===== src/include/pin_mux_pkg.sv =====
package pin_mux_pkg;

  // ----------------------------------------------------------------
  // Pad numbering inside the block
  // ----------------------------------------------------------------
  localparam int PAD_COUNT = 12;              // Port 2 pins 4..7, port 3 pins 0..7
  localparam int P2_PADS   = 4;               // Upper nibble of port 2
  localparam int P3_PADS   = 8;               // Whole of port 3
  localparam int PAD_P2_4  = 0;               // Timer / analog channel 4 pad
  localparam int PAD_P2_5  = 1;               // External resistor pad
  localparam int PAD_P2_6  = 2;               // Crystal input pad
  localparam int PAD_P2_7  = 3;               // Crystal output pad
  localparam int PAD_P3_0  = 4;               // Serial A clock / B slave enable
  localparam int PAD_P3_1  = 5;               // Serial B data out / i2c data
  localparam int PAD_P3_2  = 6;               // Serial B data in / i2c clock
  localparam int PAD_P3_3  = 7;               // Serial B clock / A slave enable
  localparam int PAD_P3_4  = 8;               // Serial A transmit
  localparam int PAD_P3_5  = 9;               // Serial A receive
  localparam int PAD_P3_6  = 10;              // Analog channel 6
  localparam int PAD_P3_7  = 11;              // Analog channel 7

  // ----------------------------------------------------------------
  // Field positions in the write data
  // ----------------------------------------------------------------
  localparam int P2_FIELD_LSB  = 4;           // Port 2 pins 4..7 sit in bits 7:4
  localparam int AE_FIELD_LSB  = 4;           // Analog enable bits 7:4 are kept
  localparam int OSC_FIELD_BIT = 0;           // Resistor select in bit 0
  localparam int AE_CH4 = 0;                  // Stored index of enable bit 4
  localparam int AE_CH5 = 1;                  // Stored index of enable bit 5
  localparam int AE_CH6 = 2;                  // Stored index of enable bit 6
  localparam int AE_CH7 = 3;                  // Stored index of enable bit 7

  // ----------------------------------------------------------------
  // Reset values
  // ----------------------------------------------------------------
  localparam logic [3:0] P2_DIR_RST = 4'h0;   // All inputs
  localparam logic [3:0] P2_SEL_RST = 4'hC;   // Crystal pins start in oscillator use
  localparam logic [7:0] P3_DIR_RST = 8'h00;  // All inputs
  localparam logic [7:0] P3_SEL_RST = 8'h00;  // All general I/O
  localparam logic [3:0] AE_RST     = 4'h0;   // No analog pins
  localparam logic       OSC_RST    = 1'b0;   // Resistor not connected

endpackage


===== src/core/pad_stage.sv =====
`timescale 1ns/1ps
module pad_stage
(
  input  wire logic core_clk,      // Core clock
  input  wire logic rst_n,         // Async reset, active low
  input  wire logic nxtOut,        // Next output level
  input  wire logic nxtOe,         // Next output enable
  input  wire logic nxtSchmitt,    // Next input buffer enable
  input  wire logic padIn,         // Level seen at the pad
  output logic      padOut,        // Registered output level
  output logic      padOe,         // Registered output enable
  output logic      schmittEn,     // Registered input buffer enable
  output logic      padInReg       // Registered, gated input level
);

  // ----------------------------------------------------------------
  // Output stage and input capture of one pad
  // ----------------------------------------------------------------
  logic padOut_ff;                 // Output level
  logic padOe_ff;                  // Output enable
  logic schmitt_ff;                // Input buffer enable
  logic padIn_ff;                  // Captured input
  logic nxtPadIn;                  // Gated input level

  // Disabled input buffer reads low, so no floating analog level leaks in
  always_comb
  begin
    nxtPadIn = schmitt_ff & padIn;
  end

  // Register everything so the pad sees glitch-free controls
  always_ff @(posedge core_clk or negedge rst_n)
  begin
    if (!rst_n)
    begin
      padOut_ff  <= 1'b0;
      padOe_ff   <= 1'b0;
      schmitt_ff <= 1'b1;
      padIn_ff   <= 1'b0;
    end
    else
    begin
      padOut_ff  <= nxtOut;
      padOe_ff   <= nxtOe;
      schmitt_ff <= nxtSchmitt;
      padIn_ff   <= nxtPadIn;
    end
  end

  assign padOut    = padOut_ff;
  assign padOe     = padOe_ff;
  assign schmittEn = schmitt_ff;
  assign padInReg  = padIn_ff;

endmodule


===== src/core/port2_port3_pin_function_mux.sv =====
`timescale 1ns/1ps
module port2_port3_pin_function_mux
  import pin_mux_pkg::*;
(
  input  wire logic                    core_clk,          // Core clock, 125 MHz
  input  wire logic                    rst_n,             // Async reset, active low
  input  wire logic [7:0]              writeData,         // Shared software write data
  input  wire logic                    p2DirWrite,        // Write port2_direction_bits
  input  wire logic                    p2SelWrite,        // Write port2_function_select_bits
  input  wire logic                    p3DirWrite,        // Write port3_direction_bits
  input  wire logic                    p3SelWrite,        // Write port3_function_select_bits
  input  wire logic                    aeWrite,           // Write analog_input_enable_bits
  input  wire logic                    oscWrite,          // Write oscillator_resistor_select
  input  wire logic [P2_PADS-1:0]      port2OutBits,      // GPIO output levels, port 2 pins 4..7
  input  wire logic [P3_PADS-1:0]      port3OutBits,      // GPIO output levels, port 3
  input  wire logic                    timerAChannel2Out, // timer_a_channel2_output
  input  wire logic                    crystalDrive,      // Oscillator driver level for crystal_out
  input  wire logic [5:0]              serialOut,         // Serial levels for port 3 pins 0..5
  input  wire logic [5:0]              serialOe,          // Serial drive requests, pins 0..5
  input  wire logic                    serialAClockUsed,  // serial_a_clock needed on pin 3.0
  input  wire logic                    serialBClockUsed,  // serial_b_clock needed on pin 3.3
  input  wire logic [PAD_COUNT-1:0]    padIn,             // Pad levels
  output logic      [PAD_COUNT-1:0]    padOut,            // Pad output levels
  output logic      [PAD_COUNT-1:0]    padOe,             // Pad output enables, high drives
  output logic      [PAD_COUNT-1:0]    schmittEn,         // Pad input buffer enables
  output logic      [P2_PADS-1:0]      port2InBits,       // Input read, port 2 pins 4..7
  output logic      [P3_PADS-1:0]      port3InBits,       // Input read and serial inputs, port 3
  output logic      [3:0]              analogConnect,     // Channels 4..7 tied to pads
  output logic                         roscConnect,       // External DCO resistor tied to pad
  output logic                         crystalInSel,      // crystal_in routed to pad
  output logic                         crystalOutSel,     // crystal_out routed to pad
  output logic                         serialBForce3Wire, // serial_interface_b forced 3-wire
  output logic                         serialAForce3Wire  // serial_interface_a forced 3-wire
);
  import pin_mux_pkg::*;

  // ----------------------------------------------------------------
  // Control bits
  // ----------------------------------------------------------------
  logic [P2_PADS-1:0] port2_direction_bits_ff;        // port2_direction_bits, pins 4..7
  logic [P2_PADS-1:0] port2_function_select_bits_ff;        // port2_function_select_bits, pins 4..7
  logic [P3_PADS-1:0] port3_direction_bits_ff;        // port3_direction_bits
  logic [P3_PADS-1:0] port3_function_select_bits_ff;        // port3_function_select_bits
  logic [3:0]         ae_ff;           // analog_input_enable_bits 7:4
  logic               osc_ff;          // oscillator_resistor_select
  logic [P2_PADS-1:0] nxt_port2_direction_bits;       // Next direction, port 2
  logic [P2_PADS-1:0] nxt_port2_function_select_bits;       // Next select, port 2
  logic [P3_PADS-1:0] nxt_port3_direction_bits;       // Next direction, port 3
  logic [P3_PADS-1:0] nxt_port3_function_select_bits;       // Next select, port 3
  logic [3:0]         nxt_ae;          // Next analog enables
  logic               nxt_osc;         // Next resistor select

  // Software writes; untouched registers hold
  always_comb
  begin
    nxt_port2_direction_bits = port2_direction_bits_ff;
    nxt_port2_function_select_bits = port2_function_select_bits_ff;
    nxt_port3_direction_bits = port3_direction_bits_ff;
    nxt_port3_function_select_bits = port3_function_select_bits_ff;
    nxt_ae    = ae_ff;
    nxt_osc   = osc_ff;
    if (p2DirWrite)
      nxt_port2_direction_bits = writeData[P2_FIELD_LSB +: P2_PADS];
    if (p2SelWrite)
      nxt_port2_function_select_bits = writeData[P2_FIELD_LSB +: P2_PADS];
    if (p3DirWrite)
      nxt_port3_direction_bits = writeData;
    if (p3SelWrite)
      nxt_port3_function_select_bits = writeData;
    if (aeWrite)
      nxt_ae = writeData[AE_FIELD_LSB +: 4];
    if (oscWrite)
      nxt_osc = writeData[OSC_FIELD_BIT];
  end

  // Both reset kinds arrive on rst_n; crystal pins wake in oscillator use
  always_ff @(posedge core_clk or negedge rst_n)
  begin
    if (!rst_n)
    begin
      port2_direction_bits_ff <= P2_DIR_RST;
      port2_function_select_bits_ff <= P2_SEL_RST;
      port3_direction_bits_ff <= P3_DIR_RST;
      port3_function_select_bits_ff <= P3_SEL_RST;
      ae_ff    <= AE_RST;
      osc_ff   <= OSC_RST;
    end
    else
    begin
      port2_direction_bits_ff <= nxt_port2_direction_bits;
      port2_function_select_bits_ff <= nxt_port2_function_select_bits;
      port3_direction_bits_ff <= nxt_port3_direction_bits;
      port3_function_select_bits_ff <= nxt_port3_function_select_bits;
      ae_ff    <= nxt_ae;
      osc_ff   <= nxt_osc;
    end
  end

  // ----------------------------------------------------------------
  // Function selection per pad
  // ----------------------------------------------------------------
  logic [PAD_COUNT-1:0] padDir;        // Direction bits in pad order
  logic [PAD_COUNT-1:0] padSel;        // Select bits in pad order
  logic [PAD_COUNT-1:0] padGpio;       // GPIO levels in pad order
  logic [PAD_COUNT-1:0] padAnalog;     // Analog enables in pad order
  logic [PAD_COUNT-1:0] nxtOut;        // Next pad levels
  logic [PAD_COUNT-1:0] nxtOe;         // Next pad enables
  logic [PAD_COUNT-1:0] nxtSchmitt;    // Next input buffer enables

  assign padDir  = {port3_direction_bits_ff, port2_direction_bits_ff};
  assign padSel  = {port3_function_select_bits_ff, port2_function_select_bits_ff};
  assign padGpio = {port3OutBits, port2OutBits};

  // Only four pads have an analog role; the rest never see one
  always_comb
  begin
    padAnalog           = '0;
    padAnalog[PAD_P2_4] = ae_ff[AE_CH4];
    padAnalog[PAD_P3_0] = ae_ff[AE_CH5];
    padAnalog[PAD_P3_6] = ae_ff[AE_CH6];
    padAnalog[PAD_P3_7] = ae_ff[AE_CH7];
  end

  // GPIO first, then special functions, analog last so it always wins
  always_comb
  begin
    for (int i = 0; i < PAD_COUNT; i++)
    begin
      nxtOut[i]     = padGpio[i];
      nxtOe[i]      = padDir[i];
      nxtSchmitt[i] = 1'b1;
    end
    // Timer output only with direction 1; select with direction 0 stays GPIO
    if (padSel[PAD_P2_4] && padDir[PAD_P2_4])
    begin
      nxtOut[PAD_P2_4] = timerAChannel2Out;
      nxtOe[PAD_P2_4]  = 1'b1;
    end
    // Resistor select overrides everything on this pad
    if (osc_ff)
    begin
      nxtOut[PAD_P2_5]     = 1'b0;
      nxtOe[PAD_P2_5]      = 1'b0;
      nxtSchmitt[PAD_P2_5] = 1'b0;
    end
    else if (padSel[PAD_P2_5])
    begin
      nxtOut[PAD_P2_5] = 1'b0;
      nxtOe[PAD_P2_5]  = padDir[PAD_P2_5];  // Ground only with direction 1
    end
    // Crystal pads ignore direction while selected
    if (padSel[PAD_P2_6])
    begin
      nxtOut[PAD_P2_6]     = 1'b0;
      nxtOe[PAD_P2_6]      = 1'b0;
      nxtSchmitt[PAD_P2_6] = 1'b0;
    end
    // Driver stays on until select clears; input use then fights it
    if (padSel[PAD_P2_7])
    begin
      nxtOut[PAD_P2_7] = crystalDrive;
      nxtOe[PAD_P2_7]  = 1'b1;
    end
    // Serial pads: the serial module owns the direction
    for (int j = 0; j < 6; j++)
    begin
      if (padSel[PAD_P3_0 + j])
      begin
        nxtOut[PAD_P3_0 + j] = serialOut[j];
        nxtOe[PAD_P3_0 + j]  = serialOe[j];
      end
    end
    // Analog disables driver and trigger to stop cross currents
    for (int k = 0; k < PAD_COUNT; k++)
    begin
      if (padAnalog[k])
      begin
        nxtOut[k]     = 1'b0;
        nxtOe[k]      = 1'b0;
        nxtSchmitt[k] = 1'b0;
      end
    end
  end

  // ----------------------------------------------------------------
  // Pad stages
  // ----------------------------------------------------------------
  logic [PAD_COUNT-1:0] padInReg;      // Gated, registered pad inputs

  genvar g;
  generate
    for (g = 0; g < PAD_COUNT; g++)
    begin : gPad
      pad_stage uStage
      (
        .core_clk   (core_clk),
        .rst_n      (rst_n),
        .nxtOut     (nxtOut[g]),
        .nxtOe      (nxtOe[g]),
        .nxtSchmitt (nxtSchmitt[g]),
        .padIn      (padIn[g]),
        .padOut     (padOut[g]),
        .padOe      (padOe[g]),
        .schmittEn  (schmittEn[g]),
        .padInReg   (padInReg[g])
      );
    end
  endgenerate

  assign port2InBits = padInReg[P2_PADS-1:0];
  assign port3InBits = padInReg[PAD_COUNT-1:P2_PADS];

  // ----------------------------------------------------------------
  // Routing status toward the analog, clock and serial blocks
  // ----------------------------------------------------------------
  logic [3:0] analog_ff;               // Channel connections
  logic       rosc_ff;                 // Resistor connection
  logic       xin_ff;                  // Crystal input routed
  logic       crystal_out_ff;                 // Crystal output routed
  logic       forceB_ff;               // B forced to 3-wire
  logic       forceA_ff;               // A forced to 3-wire
  logic [3:0] nxt_analog;              // Next channel connections
  logic       nxt_rosc;                // Next resistor connection
  logic       nxt_xin;                 // Next crystal input routing
  logic       nxt_crystal_out;                // Next crystal output routing
  logic       nxt_forceB;              // Next B fallback
  logic       nxt_forceA;              // Next A fallback

  // Clock functions take the shared pad from the slave enables
  always_comb
  begin
    nxt_analog = ae_ff;
    nxt_rosc   = osc_ff;
    nxt_xin    = padSel[PAD_P2_6];
    nxt_crystal_out   = padSel[PAD_P2_7];
    nxt_forceB = padSel[PAD_P3_0] & ~ae_ff[AE_CH5] & serialAClockUsed;
    nxt_forceA = padSel[PAD_P3_3] & serialBClockUsed;
  end

  // Status flops
  always_ff @(posedge core_clk or negedge rst_n)
  begin
    if (!rst_n)
    begin
      analog_ff <= AE_RST;
      rosc_ff   <= OSC_RST;
      xin_ff    <= P2_SEL_RST[PAD_P2_6];
      crystal_out_ff   <= P2_SEL_RST[PAD_P2_7];
      forceB_ff <= 1'b0;
      forceA_ff <= 1'b0;
    end
    else
    begin
      analog_ff <= nxt_analog;
      rosc_ff   <= nxt_rosc;
      xin_ff    <= nxt_xin;
      crystal_out_ff   <= nxt_crystal_out;
      forceB_ff <= nxt_forceB;
      forceA_ff <= nxt_forceA;
    end
  end

  assign analogConnect     = analog_ff;
  assign roscConnect       = rosc_ff;
  assign crystalInSel      = xin_ff;
  assign crystalOutSel     = crystal_out_ff;
  assign serialBForce3Wire = forceB_ff;
  assign serialAForce3Wire = forceA_ff;

  // ----------------------------------------------------------------
  // Checks
  // ----------------------------------------------------------------
  a_gpio_dir_follow: assert property (@(posedge core_clk) disable iff (!rst_n)
    (!port3_function_select_bits_ff[6] && !ae_ff[AE_CH6]) |=> (padOe[PAD_P3_6] == $past(port3_direction_bits_ff[6])))
    else $error("gpio enable does not follow direction");

  a_reset_defaults: assert property (@(posedge core_clk) disable iff (!rst_n)
    $rose(rst_n) |-> (port3_function_select_bits_ff == 8'h00 && port2_function_select_bits_ff[1:0] == 2'h0 && port2_function_select_bits_ff[3:2] == 2'h3))
    else $error("select bits wrong after reset");

  a_xin_routed: assert property (@(posedge core_clk) disable iff (!rst_n)
    port2_function_select_bits_ff[2] |=> (crystalInSel && !padOe[PAD_P2_6] && !schmittEn[PAD_P2_6]))
    else $error("crystal input not routed");

  a_crystal_out_driven: assert property (@(posedge core_clk) disable iff (!rst_n)
    port2_function_select_bits_ff[3] |=> (padOe[PAD_P2_7] && padOut[PAD_P2_7] == $past(crystalDrive)))
    else $error("crystal output not driven");

  a_timer_output: assert property (@(posedge core_clk) disable iff (!rst_n)
    port2_function_select_bits_ff[0] && port2_direction_bits_ff[0] && !ae_ff[AE_CH4] |=> (padOe[PAD_P2_4] && padOut[PAD_P2_4] == $past(timerAChannel2Out)))
    else $error("timer output not on pad");

  a_analog_isolate: assert property (@(posedge core_clk) disable iff (!rst_n)
    ae_ff[AE_CH7] |=> (!padOe[PAD_P3_7] && !schmittEn[PAD_P3_7]) ##1 !port3InBits[7])
    else $error("analog pad not isolated");

  a_analog_map: assert property (@(posedge core_clk) disable iff (!rst_n)
    ##1 (analogConnect == $past(ae_ff)))
    else $error("analog channel map wrong");

  a_rosc_select: assert property (@(posedge core_clk) disable iff (!rst_n)
    osc_ff |=> (roscConnect && !padOe[PAD_P2_5]))
    else $error("resistor pad not released");

  a_serial_route: assert property (@(posedge core_clk) disable iff (!rst_n)
    port3_function_select_bits_ff[4] |=> (padOe[PAD_P3_4] == $past(serialOe[4]) && padOut[PAD_P3_4] == $past(serialOut[4])))
    else $error("serial pad not owned by serial module");

  a_clock_prio: assert property (@(posedge core_clk) disable iff (!rst_n)
    ##1 (serialAForce3Wire == $past(port3_function_select_bits_ff[3] && serialBClockUsed)
         && serialBForce3Wire == $past(port3_function_select_bits_ff[0] && !ae_ff[AE_CH5] && serialAClockUsed)))
    else $error("clock did not take the shared pad");

endmodule


===== config.mk =====
export PLATFORM = sky130hd
export DESIGN_NAME = port2_port3_pin_function_mux
export DESIGN_NICKNAME = d
export VERILOG_FILES = /design/src/include/pin_mux_pkg.sv /design/src/core/pad_stage.sv /design/src/core/port2_port3_pin_function_mux.sv
export SDC_FILE = /design/constraint.sdc
export NUM_CORES = 1
export LEC_CHECK = 0
export ABC_AREA = 1
export BUFFER_PORTS_ARGS = -buffer_cell sky130_fd_sc_hd__buf_2
export CELL_PAD_IN_SITES_DETAIL_PLACEMENT = 1
export CELL_PAD_IN_SITES_GLOBAL_PLACEMENT = 2
export CORE_ASPECT_RATIO = 0.8
export CORE_MARGIN = 2
export CORE_UTILIZATION = 26
export CTS_CLUSTER_DIAMETER = 50
export DETAILED_ROUTE_END_ITERATION = 7
export MAX_ROUTING_LAYER = met4
export PLACE_DENSITY_LB_ADDON = 0.1
export SYNTH_ARGS = -nofsm -noshare
export SYNTH_HDL_FRONTEND = slang
export SYNTH_SLANG_ARGS = --single-unit

===== constraint.sdc =====
create_clock -name core_clk -period 0.8 [get_ports core_clk]
set_input_delay 0.08 -clock core_clk [delete_from_list [all_inputs] [get_ports core_clk]]
set_output_delay 0.08 -clock core_clk [all_outputs]
set_load 0.01 [all_outputs]

# Word level (Yosys, flattened, before mapping)

Cells that the tools add are included.

Register bits after elaboration: 78
Input port bits: 56

Mux-type cells: 35
Bitwise operators: 10
Reduce and logical (&&, ||, !) cells: 1

Operator list:

| cell              | count |
|---|---|
| 1-bit two-way mux | 35 |
| 1-bit AND         | 9 |
| 1-bit logical AND | 1 |
| 1-bit inverter    | 1 |

# Logic depth before layout (Yosys ltp)

Depth in word-level cells: 3
Gate-level depth with buffers: 4

# Hierarchy

A second synthesis with hierarchy kept.

Cells, all modules: 250
Area total of the unflattened synthesis: 2796.4 um^2

By module, submodules not included:

| module                       | instances | cells each | area each (um^2) | sequential area each (um^2) |
|---|---|---|---|---|
| port2_port3_pin_function_mux | 1         | 178        | 1490.2           | 905.9 |
| pad_stage                    | 12        | 6          | 108.9            | 101.3 |

# Worst setup path before layout

Ideal clock, no wire load.

Path kind: flip-flop to flip-flop
Start point: register port2_function_select_bits_ff[2] (netlist name)
End point: register port2_function_select_bits_ff[2]
Library setup time: 0.079 ns
Arrival: 0.690 ns
Slack: 0.031 ns
Stages on the path, launching flop included: 3
Buffers on the path: 0
Period minus slack after synthesis: 0.769 ns
Cell sequence: dfstp_2 inv_1 o21ai_0

RTL lines:

| element              | RTL line                           | source |
|---|---|---|
| end signal, assigned | port2_port3_pin_function_mux.sv:91 | `port2_function_select_bits_ff <= nxt_port2_function_select_bits;` |
| end, declared        | port2_port3_pin_function_mux.sv:41 | `logic [P2_PADS-1:0] port2_function_select_bits_ff;` |

# Worst setup path after layout

Start point: register gPad[4].uStage.schmitt_ff
End point: output schmittEn[4]

RTL lines:

| element                | RTL line                           | source |
|---|---|---|
| start, declared        | pad_stage.sv:21                    | `logic schmitt_ff;` |
| start signal, assigned | pad_stage.sv:45                    | `schmitt_ff <= nxtSchmitt;` |
| end, declared          | port2_port3_pin_function_mux.sv:25 | `output logic [PAD_COUNT-1:0] schmittEn,` |

No word-level cell between the ends.

==> impl_results.md <==
* Outcome: finished, violations left
* Failing checks: negative setup slack
* Critical path class: reg2out
* Dpl hpwl at around 4.6 mm
* Met3 usage at under 10%
* Ys Warns at 0
* Post-DP Area at between 3000 and 4000 µm²
* RSZ-0062 raised after global routing: true
* Top-level port count at 113
* Total grt overflow at 0
* Horiz. Die Dim at about 120 µm
* #FFs+latches synth at 78
* First-pass DRT Iterations at 2
* HP Class: in2reg
* Starting density of the core at between 20% and 30%
* Slowest CP cell: dfstp_2
* Critical path peak fanout at 2
* Met2 usage at between 10% and 20%
* # placed instances at between 400 and 500
* Cell variety after synth at 10
* CTS root buffer: clkbuf_16
* Max Root-Sink Buffers at 2
* TritonCTS clock tree: done
* Ratio of final minimum period to clock period at 132%
* Worst Setup SP: gPad[4].uStage.schmittEn$_DFF_PN1_
* Layout area overhead at 45.5%
* Die Ht at ~100 µm
* Setup_tns at -6410 ps
* Clock-pin slew on the worst setup and hold paths at approximately 60 ps
* Path depth of the worst reg2reg path at 3
* Buf/Inv on CP at 1
* Pwr dens at between 2000 and 2500 nW/µm²
* Synth Instances at between 200 and 300
* Post-synthesis sequential area ratio at around 66%
* Final Cell Area at ~4300 µm²
* H-tree Lvls at 3
* Syn avg cell area at around 11 µm²
* Std cell rows at 34
* Post-layout util at roughly 40%
* Clock Sinks at between 70 and 80
* GPL Wtd Cong at 0.724
* Share of cells above drive strength 1 at between 30% and 40%
* Cell count along the critical path at 1
* Initial drt markers at 26
* Antenna diode count at 0
* Slowest stage delay, CP at between 500 and 600 ps
* Register-to-register setup slack at 0 ps
* Clock latency on the worst-skew pair at 330 ps
* Crit. End Element: output pin
* Clock Skew at ~3.4 ps
* GRT Util Overall at between 10% and 20%
* Leakage Power at about 2.3 nW
* Fmax at around 0.95 GHz
* Startpoint types: register
* Fin. max-slew vios at 0
* Vias at roughly 2100
* Global-route wire length before repair at 10.8 mm
* Reg2reg start: port2_function_select_bits_ff[3]$_DFFE_PN1P_
* Post-route setup slack at -258 ps
* Post-DR vias/cell at 3.83
* Post-Syn Area at between 2000 and 3000 µm²
* Final Hold Fails at 0
* Vias in the first global route at approximately 2200
* Post-layout net count at 460
* PortBufs at 106
* Cell family with most CP delay: flip-flops
* Minimum clock period at around 1100 ps
* Met1 Use GR at about 14%
* Critical Path End: schmittEn[4]
* Antenna Nets Post-Route at 0
* Final setup violation count at between 50 and 60
* Arrival @ worst endpoint at just under 1000 ps
* Total wire length at around 6.6 mm
* Initial antenna violation count at 0
* Core ar. at between 10000 and 15000 µm²
* WP data required at 720 ps
* Worst path cell trace: buf_6
* Worst slack, placed at -74.2 ps
* Drc violations at 0
* Max_cap viols at 0
* Final Non-Filler Cells at approximately 550
* Largest net degree at the start of global routing at 24
* Global route hottest layer: met2
* DR WL/cell at between 10 and 15 µm
* Peak supply drop at about 1000 µV
* R2R Path End: gPad[3].uStage.padOut$_DFF_PN0_
* # fillers at about 1300
* CTS Buf Count at 9
* Die area at roughly 12000 µm²
==> metal layers <==
metal	routed length [µm]	share of wire, %
met1	2860	44
met2	3140	48
met3	473	7.2
met4	79	1.2
met5	0	0
==> what timing repair did <==
item / in CTS / in global routing
gates resized for setup: 14 / 10
setup buffers: 1 / 0
hold endpoints to repair: 110 / 0
hold buffers: 46 / 0
setup endpoints to repair: 54 / 57
==> kinds of logic after synthesis <==
kind of cell	count (synthesis)	share of synthesized area, %
AOI/OAI and AO/OA	34	5.76
buffers and inverters	88	17.6
DFF	78	66.5
other	1	0.127
and+or+nand+nor	79	10.0
==> worst min-delay path by stage <==
stage                           start                           endpoint  slack, ps  depth (start not counted)
floorplan                       rst_n               ae_ff[0]$_DFFE_PN0P_       -220                          0
global placement                rst_n  gPad[6].uStage.padInReg$_DFF_PN0_        -30                          1
detailed placement              rst_n  gPad[6].uStage.padInReg$_DFF_PN0_        -30                          1
CTS                 timerAChannel2Out    gPad[0].uStage.padOut$_DFF_PN0_         10                          3
global route        timerAChannel2Out    gPad[0].uStage.padOut$_DFF_PN0_         30                          3
finish              timerAChannel2Out    gPad[0].uStage.padOut$_DFF_PN0_         20                          3
==> layout make-up <==
cell class / count / area [µm²] / area share [%]
multi-input cells: 119 / 498 / 11.6
well taps: 144 / 180 / 4.19
clock buffers: 9 / 225 / 5.24
clock inverters: 7 / 120 / 2.79
flip-flops and latches: 78 / 1960 / 45.7
inverters: 38 / 143 / 3.32
repair buffers: 158 / 1170 / 27.2
==> where the power goes <==
| part | switching, mW | internal [mW] |
|---|---|---|
| clock network | 1.65 | 3.06 |
| logic | 0.594 | 0.625 |
| registers | 0.157 | 4.33 |
==> sequential cells by signal (all words and copies together) (netlist names) <==
register                       cells
ae_ff                              4
analogConnect                      4
crystalInSel                       1
crystalOutSel                      1
gPad.uStage.padInReg              12
gPad.uStage.padOe                 12
gPad.uStage.padOut                12
gPad.uStage.schmittEn              6
nxt_rosc                           1
port2_direction_bits_ff            4
port2_function_select_bits_ff      4
port3_direction_bits_ff            8
port3_function_select_bits_ff      6
roscConnect                        1
serialAForce3Wire                  1
serialBForce3Wire                  1
==> cell usage after synthesis <==
| cell | n | share of area [%] |
|---|---|---|
| buf_2 | 1 | 0.17 |
| nand2_1 | 63 | 8.0 |
| o21ai_0 | 34 | 5.8 |
| dfrtp_1 | 68 | 58 |
| inv_1 | 38 | 4.8 |
| nor2_1 | 16 | 2.0 |
| buf_4 | 48 | 12 |
| dfstp_2 | 10 | 8.9 |
| conb_1 | 1 | 0.13 |
| buf_6 | 1 | 0.38 |
==> through the flow <==
stage               power (mW)  hold slack (ps)
global placement          5.50            -29.7
global route              11.0             34.8
finish                    10.4             17.6
CTS                       10.6             10.7
floorplan                 5.18             -216
detailed placement        5.52            -29.3
==> cell usage in the layout, fill, tap and decap left out, drive strengths merged <==
cell and instances:
clkinv 1, bufinv 3, dfrtp 68, inv 40, dlygate4sd3 46, clkbuf 9
nand2 63, o21ai 34, conb 6, buf 112, dfstp 10, nor2 16
clkinvlp 1
Power figures use the tool's default switching activity.
